## config.mk

```make
export PLATFORM = sky130hd
export DESIGN_NAME = sesp_top
export DESIGN_NICKNAME = d
export VERILOG_FILES = /design/src/shared/sesp_pkg.sv /design/src/hw/sesp_write_timer.sv /design/src/hw/sesp_top.sv
export VERILOG_INCLUDE_DIRS = /design/src /design/src/shared
export SDC_FILE = /design/constraint.sdc
export NUM_CORES = 1
export LEC_CHECK = 0
export BUFFER_PORTS_ARGS = -buffer_cell sky130_fd_sc_hd__buf_2
export CAP_MARGIN = 25
export CORE_MARGIN = 4
export CORE_UTILIZATION = 50
export CTS_CLUSTER_DIAMETER = 120
export DETAILED_ROUTE_END_ITERATION = 7
export GPL_TIMING_DRIVEN = 0
export PLACE_DENSITY = 0.66
export SKIP_LAST_GASP = 1
export SLEW_MARGIN = 20
export SYNTH_ARGS = -nofsm -noshare
export SYNTH_HDL_FRONTEND = slang
export SYNTH_SLANG_ARGS = --single-unit
```

## constraint.sdc

```tcl
create_clock -name ref_clk -period 8.9 [get_ports ref_clk]
set_input_delay 1.335 -clock ref_clk [delete_from_list [all_inputs] [get_ports ref_clk]]
set_output_delay 1.335 -clock ref_clk [all_outputs]
set_load 0.005 [all_outputs]
```

## src/shared/sesp_consts.svh

```systemverilog
// named constants of the serial eeprom status and protection block
`ifndef SESP_CONSTS_SVH
`define SESP_CONSTS_SVH

// ************************************************************
// opcodes, sent msb first as the first byte of a frame
// ************************************************************
`define SESP_OP_ENABLE_WRITE 8'h06
`define SESP_OP_DISABLE_WRITE 8'h04
`define SESP_OP_STATUS_READ 8'h05
`define SESP_OP_STATUS_WRITE 8'h01
`define SESP_OP_ARRAY_READ 8'h03
`define SESP_OP_ARRAY_WRITE 8'h02

// ************************************************************
// block protect encodings and area boundaries
// ************************************************************
`define SESP_BP_NONE 2'h0
`define SESP_BP_QUARTER 2'h1
`define SESP_BP_HALF 2'h2
`define SESP_QUARTER_BASE 16'hc000
`define SESP_HALF_BASE 16'h8000

// ************************************************************
// frame counts
// ************************************************************
`define SESP_LAST_BIT 3'h7
`define SESP_FIRST_BIT 3'h0
`define SESP_LAST_ADDR_BIT 4'hf
`define SESP_ADDR_W 16

// ************************************************************
// reset values
// ************************************************************
// pin order sck, cs_n, mosi, wp_n; cs_n starts low so that a high level must be seen first
`define SESP_PINS_RESET 4'h1
`define SESP_DISABLE_RESET 1'h0
`define SESP_BP_RESET 2'h0

// ************************************************************
// timing
// ************************************************************
`define SESP_CLK_KHZ 10000
// self-timed cycle length, plain default
`define SESP_WRITE_TIME_US 1000
`define SESP_WRITE_CYCLES ((`SESP_WRITE_TIME_US * `SESP_CLK_KHZ) / 1000)

`endif

```

## src/shared/sesp_pkg.sv

```systemverilog
// types of the serial eeprom status and protection block
package sesp_pkg;

  // ************************************************************
  // carriers
  // ************************************************************
  typedef struct packed {
    logic sck;
    logic cs_n;
    logic mosi;
    logic wp_n;
  } sesp_pins_t;

  typedef struct packed {
    logic status_write_disable;
    logic [2:0] zero;
    logic block_protect_hi;
    logic block_protect_lo;
    logic write_enable_latch;
    logic write_in_progress_flag;
  } sesp_status_t;

  // ************************************************************
  // frame states
  // ************************************************************
  typedef enum logic [3:0] {
    SESP_IDLE,
    SESP_OPCODE,
    SESP_WAIT_CMD,
    SESP_STATUS_OUT,
    SESP_STATUS_DATA,
    SESP_STATUS_DONE,
    SESP_ADDR,
    SESP_WRITE_DATA,
    SESP_IGNORE
  } sesp_state_t;

endpackage

```

## src/hw/sesp_write_timer.sv

```systemverilog
// self-timed write cycle counter
`timescale 1ns/10ps
`include "sesp_consts.svh"

module sesp_write_timer #(
  parameter int unsigned CYCLES = `SESP_WRITE_CYCLES,
  parameter int unsigned W = $clog2(CYCLES + 1)
) (
  input wire logic ref_clk,
  input wire logic rst,
  input wire logic start,
  output logic busy,
  output logic done
);

  logic [W-1:0] cnt_reg;
  logic [W-1:0] cnt_next;

  // ************************************************************
  // counter
  // ************************************************************
  // a start while running is dropped: the caller only starts when idle
  always_comb begin
    cnt_next = cnt_reg;
    if (start && (cnt_reg == '0)) begin
      cnt_next = W'(CYCLES);
    end else if (cnt_reg != '0) begin
      cnt_next = cnt_reg - W'(1);
    end
  end

  always_ff @(posedge ref_clk or posedge rst) begin
    if (rst) begin
      cnt_reg <= '0;
    end else begin
      cnt_reg <= cnt_next;
    end
  end

  assign busy = (cnt_reg != '0);
  // last busy cycle; results are committed on the same edge that ends busy
  assign done = (cnt_reg == W'(1));

endmodule

```

## src/hw/sesp_top.sv

```systemverilog
// instruction decode, status byte and write protection of a serial eeprom
`timescale 1ns/10ps
`include "sesp_consts.svh"

module sesp_top
  import sesp_pkg::*;
#(
  parameter int unsigned WRITE_CYCLES = `SESP_WRITE_CYCLES
) (
  input wire logic ref_clk,
  input wire logic rst,
  input wire logic sck,
  input wire logic cs_n,
  input wire logic mosi,
  input wire logic wp_n,
  output logic miso_out,
  output logic miso_oe,
  output logic array_wr_start,
  output logic [`SESP_ADDR_W-1:0] array_wr_addr,
  output logic write_in_progress_flag,
  output logic write_enable_latch,
  output logic status_write_disable,
  output logic [1:0] block_protect,
  output logic software_protected_mode,
  output logic hardware_protected_mode,
  output logic [7:0] status_protect_byte
);

  // ************************************************************
  // pin synchronisers and edge detection
  // ************************************************************
  sesp_pins_t sync1_reg;
  sesp_pins_t sync1_next;
  sesp_pins_t sync2_reg;
  sesp_pins_t sync2_next;
  sesp_pins_t prev_reg;
  sesp_pins_t prev_next;
  logic armed_reg;
  logic armed_next;

  always_comb begin
    sync1_next = '{sck: sck, cs_n: cs_n, mosi: mosi, wp_n: wp_n};
    sync2_next = sync1_reg;
    prev_next = sync2_reg;
    // no frame may start until select has been seen high after reset
    armed_next = armed_reg | sync2_reg.cs_n;
  end

  always_ff @(posedge ref_clk or posedge rst) begin
    if (rst) begin
      sync1_reg <= `SESP_PINS_RESET;
      sync2_reg <= `SESP_PINS_RESET;
      prev_reg <= `SESP_PINS_RESET;
      armed_reg <= 1'h0;
    end else begin
      sync1_reg <= sync1_next;
      sync2_reg <= sync2_next;
      prev_reg <= prev_next;
      armed_reg <= armed_next;
    end
  end

  logic sck_rise;
  logic sck_fall;
  logic cs_rise;
  logic cs_fall;

  // the link clock is eight reference clocks long, so edges are found by sampling
  assign sck_rise = sync2_reg.sck & ~prev_reg.sck;
  assign sck_fall = ~sync2_reg.sck & prev_reg.sck;
  assign cs_rise = sync2_reg.cs_n & ~prev_reg.cs_n;
  assign cs_fall = ~sync2_reg.cs_n & prev_reg.cs_n;

  // ************************************************************
  // self-timed cycle
  // ************************************************************
  logic timer_start;
  logic timer_busy;
  logic timer_done;

  sesp_write_timer #(
    .CYCLES(WRITE_CYCLES)
  ) u_timer (
    .ref_clk(ref_clk),
    .rst(rst),
    .start(timer_start),
    .busy(timer_busy),
    .done(timer_done)
  );

  // ************************************************************
  // protection helpers
  // ************************************************************
  function automatic logic addr_protected(input logic [1:0] bp, input logic [`SESP_ADDR_W-1:0] a);
    logic hit;
    case (bp)
      `SESP_BP_NONE: hit = 1'h0;
      `SESP_BP_QUARTER: hit = (a >= `SESP_QUARTER_BASE);
      `SESP_BP_HALF: hit = (a >= `SESP_HALF_BASE);
      default: hit = 1'h1;
    endcase
    return hit;
  endfunction

  // ************************************************************
  // frame and status state
  // ************************************************************
  sesp_state_t state_reg;
  sesp_state_t state_next;
  logic [2:0] bit_cnt_reg;
  logic [2:0] bit_cnt_next;
  logic [7:0] shift_reg;
  logic [7:0] shift_next;
  logic [3:0] addr_cnt_reg;
  logic [3:0] addr_cnt_next;
  logic [`SESP_ADDR_W-1:0] addr_reg;
  logic [`SESP_ADDR_W-1:0] addr_next;
  logic data_seen_reg;
  logic data_seen_next;
  logic [7:0] cmd_reg;
  logic [7:0] cmd_next;
  logic [7:0] out_sh_reg;
  logic [7:0] out_sh_next;
  logic [2:0] out_cnt_reg;
  logic [2:0] out_cnt_next;
  logic miso_reg;
  logic miso_next;
  logic oe_reg;
  logic oe_next;
  logic wr_disable_reg;
  logic wr_disable_next;
  logic [1:0] bp_reg;
  logic [1:0] bp_next;
  logic latch_reg;
  logic latch_next;
  logic pend_disable_reg;
  logic pend_disable_next;
  logic [1:0] pend_bp_reg;
  logic [1:0] pend_bp_next;
  logic cyc_status_reg;
  logic cyc_status_next;
  logic wr_start_reg;
  logic wr_start_next;
  logic [`SESP_ADDR_W-1:0] wr_addr_reg;
  logic [`SESP_ADDR_W-1:0] wr_addr_next;

  sesp_status_t status_now;
  logic hw_protect;

  always_comb begin
    status_now.status_write_disable = wr_disable_reg;
    status_now.zero = 3'h0;
    status_now.block_protect_hi = bp_reg[1];
    status_now.block_protect_lo = bp_reg[0];
    status_now.write_enable_latch = latch_reg;
    status_now.write_in_progress_flag = timer_busy;
  end

  assign hw_protect = wr_disable_reg & ~sync2_reg.wp_n;

  always_comb begin
    state_next = state_reg;
    bit_cnt_next = bit_cnt_reg;
    shift_next = shift_reg;
    addr_cnt_next = addr_cnt_reg;
    addr_next = addr_reg;
    data_seen_next = data_seen_reg;
    cmd_next = cmd_reg;
    out_sh_next = out_sh_reg;
    out_cnt_next = out_cnt_reg;
    miso_next = miso_reg;
    oe_next = oe_reg;
    wr_disable_next = wr_disable_reg;
    bp_next = bp_reg;
    latch_next = latch_reg;
    pend_disable_next = pend_disable_reg;
    pend_bp_next = pend_bp_reg;
    cyc_status_next = cyc_status_reg;
    wr_start_next = 1'h0;
    wr_addr_next = wr_addr_reg;
    timer_start = 1'h0;
    if (sync2_reg.cs_n) begin
      // deselected: a pending instruction executes on the select rise only
      if (cs_rise) begin
        case (state_reg)
          SESP_WAIT_CMD: begin
            if (!timer_busy) begin
              if (cmd_reg == `SESP_OP_ENABLE_WRITE) begin
                latch_next = 1'h1;
              end else begin
                latch_next = 1'h0;
              end
            end
          end
          SESP_STATUS_DONE: begin
            // hardware mode and a clear latch both refuse; disable bit low ignores the pin
            if (latch_reg && !timer_busy && !hw_protect) begin
              pend_disable_next = shift_reg[7];
              pend_bp_next = shift_reg[3:2];
              cyc_status_next = 1'h1;
              timer_start = 1'h1;
            end
          end
          SESP_WRITE_DATA: begin
            // only at a byte boundary with at least one whole data byte
            if ((bit_cnt_reg == `SESP_FIRST_BIT) && data_seen_reg && latch_reg && !timer_busy &&
                !addr_protected(bp_reg, addr_reg)) begin
              wr_start_next = 1'h1;
              wr_addr_next = addr_reg;
              cyc_status_next = 1'h0;
              timer_start = 1'h1;
            end
          end
          default: begin
          end
        endcase
      end
      state_next = SESP_IDLE;
      oe_next = 1'h0;
    end else if (cs_fall) begin
      state_next = armed_reg ? SESP_OPCODE : SESP_IGNORE;
      bit_cnt_next = `SESP_FIRST_BIT;
    end else if (sck_rise) begin
      shift_next = {shift_reg[6:0], sync2_reg.mosi};
      bit_cnt_next = bit_cnt_reg + 3'h1;
      case (state_reg)
        SESP_OPCODE: begin
          if (bit_cnt_reg == `SESP_LAST_BIT) begin
            case (shift_next)
              `SESP_OP_ENABLE_WRITE, `SESP_OP_DISABLE_WRITE: begin
                cmd_next = shift_next;
                state_next = SESP_WAIT_CMD;
              end
              `SESP_OP_STATUS_READ: begin
                out_cnt_next = `SESP_FIRST_BIT;
                state_next = SESP_STATUS_OUT;
              end
              `SESP_OP_STATUS_WRITE: begin
                state_next = SESP_STATUS_DATA;
              end
              `SESP_OP_ARRAY_WRITE: begin
                addr_cnt_next = 4'h0;
                data_seen_next = 1'h0;
                state_next = SESP_ADDR;
              end
              // array read data path lives outside this block
              `SESP_OP_ARRAY_READ: state_next = SESP_IGNORE;
              default: state_next = SESP_IGNORE;
            endcase
          end
        end
        SESP_ADDR: begin
          addr_next = {addr_reg[`SESP_ADDR_W-2:0], sync2_reg.mosi};
          addr_cnt_next = addr_cnt_reg + 4'h1;
          if (addr_cnt_reg == `SESP_LAST_ADDR_BIT) begin
            bit_cnt_next = `SESP_FIRST_BIT;
            state_next = SESP_WRITE_DATA;
          end
        end
        SESP_WRITE_DATA: begin
          if (bit_cnt_reg == `SESP_LAST_BIT) begin
            data_seen_next = 1'h1;
          end
        end
        SESP_STATUS_DATA: begin
          if (bit_cnt_reg == `SESP_LAST_BIT) begin
            state_next = SESP_STATUS_DONE;
          end
        end
        // a ninth bit after a status byte, or any bit after enable/disable, voids the frame
        SESP_STATUS_DONE: state_next = SESP_IGNORE;
        SESP_WAIT_CMD: state_next = SESP_IGNORE;
        default: begin
        end
      endcase
    end else if (sck_fall && (state_reg == SESP_STATUS_OUT)) begin
      // the byte is refreshed every eight bits, so polling sees the busy flag drop
      oe_next = 1'h1;
      out_cnt_next = out_cnt_reg + 3'h1;
      if (out_cnt_reg == `SESP_FIRST_BIT) begin
        miso_next = status_now[7];
        out_sh_next = {status_now[6:0], 1'h0};
      end else begin
        miso_next = out_sh_reg[7];
        out_sh_next = {out_sh_reg[6:0], 1'h0};
      end
    end
    if (timer_done) begin
      if (cyc_status_reg) begin
        wr_disable_next = pend_disable_reg;
        bp_next = pend_bp_reg;
      end
      latch_next = 1'h0;
    end
  end

  always_ff @(posedge ref_clk or posedge rst) begin
    if (rst) begin
      state_reg <= SESP_IDLE;
      bit_cnt_reg <= `SESP_FIRST_BIT;
      shift_reg <= 8'h00;
      addr_cnt_reg <= 4'h0;
      addr_reg <= '0;
      data_seen_reg <= 1'h0;
      cmd_reg <= 8'h00;
      out_sh_reg <= 8'h00;
      out_cnt_reg <= `SESP_FIRST_BIT;
      miso_reg <= 1'h0;
      oe_reg <= 1'h0;
      wr_disable_reg <= `SESP_DISABLE_RESET;
      bp_reg <= `SESP_BP_RESET;
      latch_reg <= 1'h0;
      pend_disable_reg <= `SESP_DISABLE_RESET;
      pend_bp_reg <= `SESP_BP_RESET;
      cyc_status_reg <= 1'h0;
      wr_start_reg <= 1'h0;
      wr_addr_reg <= '0;
    end else begin
      state_reg <= state_next;
      bit_cnt_reg <= bit_cnt_next;
      shift_reg <= shift_next;
      addr_cnt_reg <= addr_cnt_next;
      addr_reg <= addr_next;
      data_seen_reg <= data_seen_next;
      cmd_reg <= cmd_next;
      out_sh_reg <= out_sh_next;
      out_cnt_reg <= out_cnt_next;
      miso_reg <= miso_next;
      oe_reg <= oe_next;
      wr_disable_reg <= wr_disable_next;
      bp_reg <= bp_next;
      latch_reg <= latch_next;
      pend_disable_reg <= pend_disable_next;
      pend_bp_reg <= pend_bp_next;
      cyc_status_reg <= cyc_status_next;
      wr_start_reg <= wr_start_next;
      wr_addr_reg <= wr_addr_next;
    end
  end

  // ************************************************************
  // outputs
  // ************************************************************
  assign miso_out = miso_reg;
  assign miso_oe = oe_reg;
  assign array_wr_start = wr_start_reg;
  assign array_wr_addr = wr_addr_reg;
  assign write_in_progress_flag = timer_busy;
  assign write_enable_latch = latch_reg;
  assign status_write_disable = wr_disable_reg;
  assign block_protect = bp_reg;
  assign software_protected_mode = (bp_reg != `SESP_BP_NONE);
  assign hardware_protected_mode = hw_protect;
  assign status_protect_byte = status_now;

endmodule

```

# == After elaboration in Yosys (flattened, before gate mapping) ==
# Index checks and enable logic that the tools add are counted.
# op_classes
n_bitwise,13
n_lt_le_gt_ge,2
n_eq_ne,32
n_reduce_logical,46
multipliers,0
n_div,0
n_mux,54
n_addsub,4
n_shift,0
# ops
cell,count
$mux 4,9
$eq 8x3->1 const B,4
$ge 16x16->1 const B,2
$pmux 4 s4,2
$mux 14,2
$mux 3,9
$mux 1,26
$reduce_bool 2->1,11
$reduce_and 4->1,5
$reduce_and 6->1,3
$eq 4x3->1 const B,4
$eq 14x1->1 const B,1
$logic_not 14->1,1
$ne 2x2->1 const B,7
$reduce_bool 14->1,1
$sub 14x1->14 const B,1
$ne 4x4->1 const B,3
$reduce_and 5->1,2
$eq 4x2->1 const B,2
$eq 8x1->1 const B,1
$eq 8x2->1 const B,1
$logic_and 1x1->1,8
$mux 8,1
$ne 2x1->1 const B,4
other kinds (22),41
# totals
ram_bits,0
latchBits,0
ff_bits,107
mem_bits_ro,0
n_memories,0

# == Logic depth before layout (Yosys ltp) ==
# Gate-level depths: netlist of run 1.
# logic_depth
ltp_word,13
mapped_depth,7
mapped_depth_nobuf,6

# == Hierarchy ==
# From an unflattened synthesis of run 1, not the netlist that was laid out.
# hier_totals
hier_cells,431
area_unflattened_um2,4747.1
# modules_own_cells
mod,cells_per_inst,instances,area_each_um2
sesp_top,358,1,4002.6
sesp_write_timer,73,1,744.5

# == Worst setup path after synthesis of run 1 ==
# No wires, ideal clock.
# synth_path
kind,reg-to-output
from,register u_timer.cnt_reg[2]
to,output port status_protect_byte[0]
stages_incl_launch_ff,6
n_path_buf,1
setup_slack_ns,6.020
arrival_time_ns,1.545
path_cell_list,dfrtp_1 nor4_4 nand4b_4 nor2_1 inv_1 buf_4
# synth_between
elab_chain_len,1
# synth_lines
element,line,rtl
"start, declared",sesp_write_timer.sv:16,logic [W-1:0] cnt_reg;
"start signal, assigned",sesp_write_timer.sv:36,cnt_reg <= cnt_next;
$reduce_bool 14->1,sesp_write_timer.sv:40,assign busy = (cnt_reg != '0);
"end, declared",sesp_top.sv:26,output logic [7:0] status_protect_byte
# Every way passes these cells.

# == Worst setup path after layout of run 1 ==
# Same ends and word-level chain as after synthesis.

==> reports/qor.csv, run 1 <==
stage,metric,value,unit
placed_design,dp_hpwl,6.39,mm
floorplanning,ioPinCount,40,
floorplanning,coreArea,9730,um^2
sta,rsz0062_at_grt,no,
flow_run,max_cap_violations,0,
logic_synthesis,synthFlopType,dfrtp_1,
global_route,overflow,0,
floorplanning,rows,36,
route,drt_pass1_iterations,4,
setup_path,required,7.57,ns
cts,post_cts_buffers,0,
logic_synthesis,async_flop_share,1.00,
global_route,grt_antenna_before_repair,0,
sta,fin_crit_sh,0.407,
setup_path,start_kind,flop,
logic_synthesis,synthTopCellsByArea,"dfrtp_1 52%, mux2_2 8.2%, mux2_4 3.0%",
logic_synthesis,ys_seq_elements,106,
cts,insertion_delay,0.39,ns
logic_synthesis,synth_most_common_cell,dfrtp_1,
logic_synthesis,synth_cell_type_count,70,
logic_synthesis,synth.top_cell.area_share,0.525,
logic_synthesis,synthesis.area,4960,um^2
logic_synthesis,syn_area_per_cell,12.2,um^2
setup_path,crit_arrival,2.29,ns
pwr,p_leak,2.72,nW
sta,slew_headroom,0.538,
setup_path,cp-end-kind,output pin,
cts,cts.repair.resized,0,
sta,worst_pin_slew,0.691,ns
logic_synthesis,synth_top_area_cell,dfrtp_1,
logic_synthesis,synth_common_cells,"104 x dfrtp_1, 36 x mux2_2, 25 x nand2_1, 16 x inv_1",
setup_path,critPathMaxStageDelay,0.54,ns
setup_path,slowest_stage,nor4_4,
sta,hold_viol,0,
status,status,completed,
cts,numCtsBuffers,9,
global_route,grt_usage,0.175,
pwr,finalPower,0.000870,W
setup_path,cp_max_fo,9,
sta,period_minus_slack,3.63,ns
cts,cts_tree,done,
logic_synthesis,synthCells,406,
pwr,peakVddDrop,0.131,mV
logic_synthesis,yosys_warnings,0,
cts,cts.sinks,106,
sta,final_max_slew_viol_count,0,
setup_path,path_cells,nor4_4 -> nand4b_4 -> nor2_1 -> inv_1 -> buf_4 -> buf_2,
cts,ctsRootBufferMaster,clkbuf_8,
floorplanning,initial_core_util,0.510,
route,routed_wl,8.92,mm
pwr,power.density,157,nW/um^2
placed_design,routabilityCongestion,0.818,
final_layout,drive_gt1_frac,0.286,
setup_path,critPathKind,reg -> out,
sta,fin_skew,0.0182,ns
global_route,grt_max_degree,72,
setup_path,worst-path-buf-inv,3,
route,antenna_left,0,
global_route,grt_pass1_vias,3253,
sta,setup_violations,0,
logic_synthesis,yosysSeqAreaShare,0.535,
route,num_vias,3176,
route,top_layer,met4,
floorplanning,die_area,11600,um^2
route,wl_met1,4.22,mm
floorplanning,die_w,108,um
placed_design,io_buffer_count,36,
route,met3_length,351,um
sta,max_freq,276,MHz
route,met2_length,4.17,mm
cts,cts_max_level,3,
logic_synthesis,synth_enable_flop_cells,0,
sta,finalSetupTns,0,ns
route,drc_errors,0,
route,initialDrtViolationCount,113,
final_layout,nets,471,
cts,cts_hold_buf,0,
final_layout,syn_to_final_growth,11.5,%
route,wl_per_cell,15.0,um
worst_hold_path,hold_path.class,reg -> reg,
setup_path,critPathTopFamily,simple AND/OR/NAND/NOR gates,
floorplanning,die_h,108,um
final_layout,antenna_cells,0,
cts,clk_transition_reported_paths,0.11,ns
cts,clockBufferDepth,2,
global_route,grt_pass1_wl,15.8,mm
route,detail_route.vias_per_cell,5.35,
where the power goes:
part	total (W)	leakage [nW]	internal [W]	switching, W
Sequential	0.000506	1.44	0.000495	0.0000119
Clock	0.000289	0.0917	0.000109	0.000180
Combinational	0.0000747	1.18	0.0000307	0.0000440
final timing paths:
kind | start | end | slack (ns) | cells past startpoint
max in group asynchronous | rst | prev_next[0] | 7.33 | 3
min in group asynchronous | rst | addr_reg[3] | 0.91 | 2
min | sync1_reg[1] | prev_next[1] | 0.36 | 0
min reg2reg | sync1_reg[1] | prev_next[1] | 0.36 | 0
max | u_timer.cnt_reg[2] | status_protect_byte[0] | 5.27 | 6
max reg2reg | prev_next[2] | cmd_reg[1] | 6.39 | 5
kinds of logic (layout without fill, tap and decap cells):
group | after synthesis | in the layout | synth area share
buffers and inverters | 39 | 92 | 0.0396
muxes | 52 | 52 | 0.124
and+or+nand+nor | 131 | 131 | 0.180
xor gates and xnor gates | 7 | 7 | 0.0124
AOI/OAI and AO/OA | 60 | 60 | 0.0827
DFF | 106 | 106 | 0.535
other | 1 | 3 | 0.000756
adders and majority gates | 10 | 10 | 0.0247
layer usage:
layer	vias to the layer above	track usage
li1	1559	-
met1	1553	0.233
met2	51	0.269
met3	13	0.0492
met4	0	0.0703
met5	-	0
cell type report:
class,instances,area (um^2)
clock inverters,6,56.3
fillers,834,4200
clock buffers,10,128
inverters,16,65.1
plain buffers,23,136
flip-flops and latches,106,2660
repair buffers,37,208
multi-input cells,263,2120
well taps,133,166
cell usage in the layout (no fill, tap or decap), types with 5 or more instances in the layout:
cell type / n
dfrtp_1: 104
a21oi_1: 13
buf_4: 8
inv_1: 15
clkbuf_8: 9
nor3b_1: 7
clkbuf_1: 11
nor2b_1: 11
o21ai_0: 13
nand3_1: 8
or2_2: 6
nand4_1: 5
ha_1: 9
a22o_1: 5
nor2_1: 13
mux2_4: 10
nand2_1: 25
nor4_1: 5
buf_2: 39
mux2_2: 36
xnor2_1: 5
mux2i_1: 6
nor3_1: 6
stage by stage:
step                      setup WS (ns)  hold WS [ns]  cells  instance area (um^2)  utilization
final                              5.27         0.359    594                  5530        0.568
after CTS                          5.23         0.359    594                  5530        0.568
after detailed placement           5.69         0.335    578                  5350        0.550
after floorplan                    4.78         0.331    408                  4970            -
after global placement             3.60         0.334    577                  5310        0.546
after global routing               5.11         0.366    594                  5530        0.568
Note: power is estimated with default switching activity, not from simulation.
==> run 2, diff against run 1 <==
ABC_AREA = 1   (was not set)
PLACE_DENSITY = 0.69   (was 0.66)
clock period = 3.11 ns   (was 8.9 ns; I/O delays follow)
==> reports/qor.csv, run 2 <==
stage,metric,value,unit,change
status,status,completed,,unchanged
final_layout,fillers,858,,was 834
cts,clockBufferDepth,2,,unchanged
logic_synthesis,yosys_warnings,0,,unchanged
placed_design,io_buffer_count,36,,unchanged
cts,insertion_delay,0.36,ns,was 0.39 ns
floorplanning,initial_core_util,0.520,,was 0.510
cts,post_cts_buffers,0,,unchanged
floorplanning,die_area,11300,um^2,was 11600 um^2
route,met2_length,4.54,mm,was 4.17 mm
logic_synthesis,synthFlopType,dfrtp_1,,unchanged
setup_path,start_kind,flop,,unchanged
route,met3_length,261,um,was 351 um
logic_synthesis,async_flop_share,1.00,,unchanged
route,drt_pass1_iterations,4,,unchanged
cts,numCtsBuffers,9,,unchanged
cts,cts_max_level,3,,unchanged
logic_synthesis,synth.top_cell.area_share,0.537,,was 0.525
floorplanning,coreArea,9330,um^2,was 9730 um^2
logic_synthesis,synth_common_cells,"121 x nand2_1, 104 x dfrtp_1, 86 x inv_1, 66 x nor2_1, 42 x o21ai_0",,"was 104 x dfrtp_1, 36 x mux2_2, 25 x nand2_1, 16 x inv_1"
setup_path,cp_max_fo,11,,was 9
logic_synthesis,synthesis.area,4850,um^2,was 4960 um^2
cts,cts.repair.resized,0,,unchanged
logic_synthesis,synth_most_common_cell,nand2_1,,was dfrtp_1
route,top_layer,met4,,unchanged
cts,ctsRootBufferMaster,clkbuf_8,,unchanged
global_route,grt_max_degree,35,,was 72
placed_design,dp_hpwl,6.93,mm,was 6.39 mm
route,initialDrtViolationCount,154,,was 113
logic_synthesis,syn_area_per_cell,8.66,um^2,was 12.2 um^2
sta,fin_crit_sh,0.712,,
route,detail_route.vias_per_cell,4.92,,was 5.35
cts,cts.sinks,106,,unchanged
sta,hold_viol,0,,unchanged
route,drc_errors,0,,unchanged
global_route,grt_pass1_vias,3497,,was 3253
sta,period_minus_slack,2.22,ns,
logic_synthesis,ys_seq_elements,106,,unchanged
final_layout,final_cell_mix,"121 x nand2_1, 104 x dfrtp_1, 85 x inv_1",,"was 104 x dfrtp_1, 39 x buf_2, 36 x mux2_2"
sta,max_freq,451,MHz,
logic_synthesis,yosysSeqAreaShare,0.547,,was 0.535
global_route,grt_antenna_before_repair,0,,unchanged
sta,setup_violations,0,,unchanged
final_layout,antenna_cells,0,,unchanged
floorplanning,die_h,106,um,was 108 um
logic_synthesis,synthTopCellsByArea,"dfrtp_1 54%, nand2_1 9.4%, inv_1 6.7%",,"was dfrtp_1 52%, mux2_2 8.2%, mux2_4 3.0%"
cts,cts_tree,done,,unchanged
route,antenna_left,0,,unchanged
setup_path,cp-end-kind,output pin,,unchanged
pwr,p_leak,2.73,nW,was 2.72 nW
flow_run,max_cap_violations,0,,unchanged
floorplanning,ioPinCount,40,,unchanged
floorplanning,die_w,106,um,was 108 um
sta,rsz0062_at_grt,no,,unchanged
cts,clk_transition_reported_paths,0.10,ns,was 0.11 ns
sta,fin_skew,0.0124,ns,was 0.0182 ns
global_route,grt_usage,0.178,,was 0.175
route,wl_per_cell,12.5,um,was 15.0 um
route,num_vias,3671,,was 3176
logic_synthesis,synthCells,560,,was 406
worst_hold_path,hold_path.class,in -> async,,was reg -> reg
setup_path,required,2.64,ns,was 7.57 ns
logic_synthesis,synth_top_area_cell,dfrtp_1,,unchanged
global_route,grt_pass1_wl,16.3,mm,was 15.8 mm
logic_synthesis,synth_cell_type_count,40,,was 70
placed_design,routabilityCongestion,0.863,,was 0.818
route,routed_wl,9.30,mm,was 8.92 mm
final_layout,drive_gt1_frac,0.170,,was 0.286
cts,cts_hold_buf,0,,unchanged
logic_synthesis,synth_enable_flop_cells,0,,unchanged
final_layout,syn_to_final_growth,12.5,%,was 11.5%
setup_path,critPathKind,reg -> out,,unchanged
pwr,peakVddDrop,0.267,mV,was 0.131 mV
floorplanning,rows,35,,was 36
sta,final_max_slew_viol_count,0,,unchanged
setup_path,crit_arrival,1.75,ns,was 2.29 ns
route,wl_met1,4.40,mm,was 4.22 mm
sta,whs,0.0780,ns,was 0.359 ns
global_route,overflow,0,,unchanged
sta,finalSetupTns,0,ns,unchanged
final_layout,final_common_cell,nand2_1,,was dfrtp_1
final_layout,nets,627,,was 471
pwr,power.density,556,nW/um^2,was 157 nW/um^2
## run 2: power breakdown
part | switching, W | internal [W]
Sequential | 0.000118 | 0.00152
Combinational | 0.000365 | 0.000217
Clock | 0.000488 | 0.000332
## run 2: final cells by class
type,instances,area [um^2],area share
well taps,129,161,0.0296
repair buffers,39,240,0.0440
plain buffers,18,128,0.0234
inverters,86,327,0.0598
flip-flops and latches,106,2660,0.486
multi-input cells,352,1750,0.321
clock inverters,6,57.6,0.0105
clock buffers,10,138,0.0252
## run 2: worst paths after layout
| check | from | to | slack, ns | cells past startpoint |
|---|---|---|---|---|
| setup reg to reg | u_timer.cnt_reg[0] | pend_disable_reg | 1.23 | 10 |
| hold / removal | rst | u_timer.cnt_reg[4] | 0.08 | 2 |
| hold reg to reg | sync1_reg[1] | prev_next[1] | 0.36 | 0 |
| setup / recovery | u_timer.cnt_reg[0] | status_protect_byte[0] | 0.89 | 7 |
| max in group asynchronous | rst | sync1_reg[0] | 2.25 | 4 |
| min in group ref_clk | wp_n | sync1_reg[0] | 0.19 | 1 |
## run 2: stage by stage
step,setup WS (ns),cell area [um^2],power [W],cells,utilization
after CTS,0.866,5460,0.00307,746,0.585
after global placement,0.688,5200,0.00221,727,0.558
after global routing,0.763,5460,0.00324,746,0.585
after floorplan,1.37,4860,0.00210,562,-
final,0.895,5460,0.00304,746,0.585
after detailed placement,1.25,5260,0.00224,730,0.564
## run 2: worst max-delay path, stage by stage (launching register included)
cell and delay, ns:
dfrtp_1 0.41, inv_1 0.15, ha_1 0.17, nand2_1 0.06, nor2_2 0.12, nand2_2 0.17
buf_4 0.19, buf_2 0.11
## run 2: cells by family after synthesis
family	after synthesis	synth area share
AND/OR/NAND/NOR	247	0.220
flip-flops	106	0.547
buffers and inverters	104	0.0929
AO/OA/AOI/OAI	82	0.0942
adder cells (fa/ha/maj)	9	0.0232
XOR/XNOR	8	0.0144
multiplexers	3	0.00671
other	1	0.000773
## run 2: layer usage
layer,GRT usage,vias to the layer above
met4,0.0539,0
met5,0,-
met1,0.249,1775
li1,-,1838
met3,0.0328,6
met2,0.283,52
==> run 3, diff against run 2 <==
ABC_AREA = 0   (was 1)
clock period = 1.95 ns   (was 3.11 ns; I/O delays follow)
==> reports/qor.csv, run 3 (synthesis results as in run 1) <==
stage,metric,value,unit,change
status,status,"complete, but fails checks",,was completed
status,violations,negative setup slack,,
route,routed_wl,10.2,mm,was 9.30 mm
global_route,grt_usage,0.188,,was 0.178
sta,fin_skew,0.0127,ns,was 0.0124 ns
route,top_layer,met4,,unchanged
floorplanning,die_h,108,um,was 106 um
cts,clk_transition_reported_paths,0.11,ns,was 0.10 ns
global_route,grt_max_degree,28,,was 35
global_route,overflow,0,,unchanged
worst_hold_path,hold_end,sync1_reg[2],,
route,wl_per_cell,16.0,um,was 12.5 um
setup_path,critPathKind,reg -> reg,,was reg -> out
cts,insertion_delay,0.38,ns,was 0.36 ns
route,initialDrtViolationCount,143,,was 154
global_route,grt_pass1_vias,3478,,was 3497
setup_path,r2r_cells,8,,was 10
sta,fin_crit_sh,1.06,,
sta,setup_violations,21,,was 0
placed_design,detailedPlace.worstSlack,-0.450,ns,was 1.25 ns
floorplanning,coreArea,9730,um^2,was 9330 um^2
setup_path,slowest_stage,dfrtp_1,,unchanged
setup_path,path_cells,inv_2 -> ha_1 -> nand4b_1 -> or3_4 -> nor3_4 -> buf_6 -> buf_12 -> mux2_4,,was inv_1 -> ha_1 -> nand2_1 -> nor2_2 -> nand2_2 -> buf_4 -> buf_2
final_layout,fillers,797,,was 858
sta,hold_viol,0,,unchanged
cts,numCtsBuffers,9,,unchanged
setup_path,start_kind,flop,,unchanged
floorplanning,rows,36,,was 35
pwr,peakVddDrop,0.480,mV,was 0.267 mV
setup_path,r2r_setup_slack,-0.11,ns,was 1.23 ns
floorplanning,die_w,108,um,was 106 um
floorplanning,die_area,11600,um^2,was 11300 um^2
pwr,p_leak,3.03,nW,was 2.73 nW
placed_design,routabilityCongestion,0.831,,was 0.863
sta,period_minus_slack,2.06,ns,
global_route,grt_pass1_wl,17.2,mm,was 16.3 mm
route,antenna_left,0,,unchanged
route,drc_errors,0,,unchanged
floorplanning,initial_core_util,0.510,,was 0.520
worst_hold_path,hold_path.class,in -> reg,,was in -> async
cts,cts.sinks,106,,unchanged
setup_path,cp-end-kind,flop,,was output pin
sta,max_freq,485,MHz,
sta,finalSetupTns,-1.49,ns,was 0 ns
sta,rsz0062_at_grt,yes,,was no
placed_design,dp_hpwl,6.67,mm,was 6.93 mm
route,detail_route.vias_per_cell,5.37,,was 4.92
setup_path,cp_max_fo,5,,was 11
sta,final_max_slew_viol_count,0,,unchanged
placed_design,io_buffer_count,36,,unchanged
final_layout,antenna_cells,0,,unchanged
setup_path,crit_arrival,2.34,ns,was 1.75 ns
setup_path,r2r_start,bit_cnt_reg[0],,was u_timer.cnt_reg[0]
final_layout,final_cell_mix,"101 x dfrtp_1, 43 x buf_4, 36 x buf_2",,"was 121 x nand2_1, 104 x dfrtp_1, 85 x inv_1"
final_layout,nets,513,,was 627
pwr,power.density,666,nW/um^2,was 556 nW/um^2
flow_run,max_cap_violations,0,,unchanged
route,wl_met1,4.55,mm,was 4.40 mm
cts,cts_tree,done,,unchanged
setup_path,critPathMaxStageDelay,0.42,ns,was 0.41 ns
worst_hold_path,hold_depth,1,,
setup_path,r2r-end,array_wr_addr[0],,was pend_disable_reg
sta,fin_ws,-0.111,ns,was 0.895 ns
global_route,grt_antenna_before_repair,0,,unchanged
floorplanning,ioPinCount,40,,unchanged
cts,ctsRootBufferMaster,clkbuf_8,,unchanged
cts,cts_max_level,3,,unchanged
route,drt_pass1_iterations,4,,unchanged
setup_path,required,2.22,ns,was 2.64 ns
route,num_vias,3415,,was 3671
final_layout,drive_gt1_frac,0.406,,was 0.170
final_layout,syn_to_final_growth,24.5,%,was 12.5%
worst_hold_path,min-delay-start,cs_n,,
cts,clockBufferDepth,2,,unchanged
final_layout,final_common_cell,dfrtp_1,,was nand2_1
route,met2_length,5.08,mm,was 4.54 mm
route,met3_length,366,um,was 261 um
-- run 3: cell count changes in the layout (fill, tap and decap cells not counted), sizes merged, moves of 7 or more --
cell and change:
nor2b +10, nor4 +7, nor3b +7, mux2 +44, buf +39, inv -70, nor2 -60, o21ai -46
nand3 -15, nand2 -104
-- run 3: metal layers --
metal,track usage,vias up
li1,-,1643
met1,0.241,1706
met2,0.311,54
met3,0.0426,12
met4,0.0730,0
met5,0,-
-- run 3: worst max-delay path: cells and delay by family (launching register included) --
kind	cells	cell delay [ns]
AND/OR/NAND/NOR	3	0.76
flip-flops	1	0.42
buffers and inverters	3	0.34
multiplexers	1	0.29
adder cells (fa/ha/maj)	1	0.14
-- run 3: repair_timing --
| item | in CTS | in global routing |
|---|---|---|
| resized for setup | 38 | 22 |
| gates cloned | 1 | 0 |
| pin swaps | 13 | 10 |
| buffers inserted | 28 | 11 |
| endpoints found under the setup margin | 70 | 63 |
| hold buffers | 3 | 1 |
| hold endpoints to repair | 14 | 1 |
-- run 3: worst max-delay path by stage --
| stage | cells past startpoint | startpoint | to |
|---|---|---|---|
| 4_1_cts | 6 | u_timer.cnt_reg[2] | status_protect_byte[0] |
| 6_report | 8 | bit_cnt_reg[0] | array_wr_addr[0] |
| 3_5_place_dp | 7 | u_timer.cnt_reg[0] | array_wr_addr[4] |
| 3_3_place_gp | 7 | u_timer.cnt_reg[0] | array_wr_addr[5] |
| 5_1_grt | 6 | u_timer.cnt_reg[6] | status_protect_byte[0] |
| 2_1_floorplan | 5 | u_timer.cnt_reg[5] | array_wr_addr[0] |
-- run 3: cell type report --
type,instances,area (um^2),area share
timing repair buffer,82,649,0.105
inverter,16,63.8,0.0103
tap,133,166,0.0270
buffer,20,155,0.0251
multi-input combinational,263,2280,0.370
clock inverter,7,73.8,0.0120
sequential,106,2660,0.431
clock buffer,9,124,0.0201
-- run 3: stage by stage --
| step | cell area (um^2) | hold WS (ns) | utilization | total power (W) | std cells |
|---|---|---|---|---|---|
| after detailed placement | 5430 | 0.290 | 0.558 | 0.00272 | 581 |
| after global placement | 5340 | 0.334 | 0.548 | 0.00269 | 577 |
| after global routing | 6170 | 0.00578 | 0.635 | 0.00428 | 636 |
| final | 6170 | 0.0188 | 0.635 | 0.00411 | 636 |
| after floorplan | 4990 | 0.297 | - | 0.00261 | 408 |
| after CTS | 6030 | 0.000149 | 0.620 | 0.00409 | 627 |
-- run 3: power breakdown --
group	internal [W]	switching, W
Clock	0.000502	0.000840
Sequential	0.00226	0.0000648
Combinational	0.000214	0.000234
Total	0.00297	0.00114
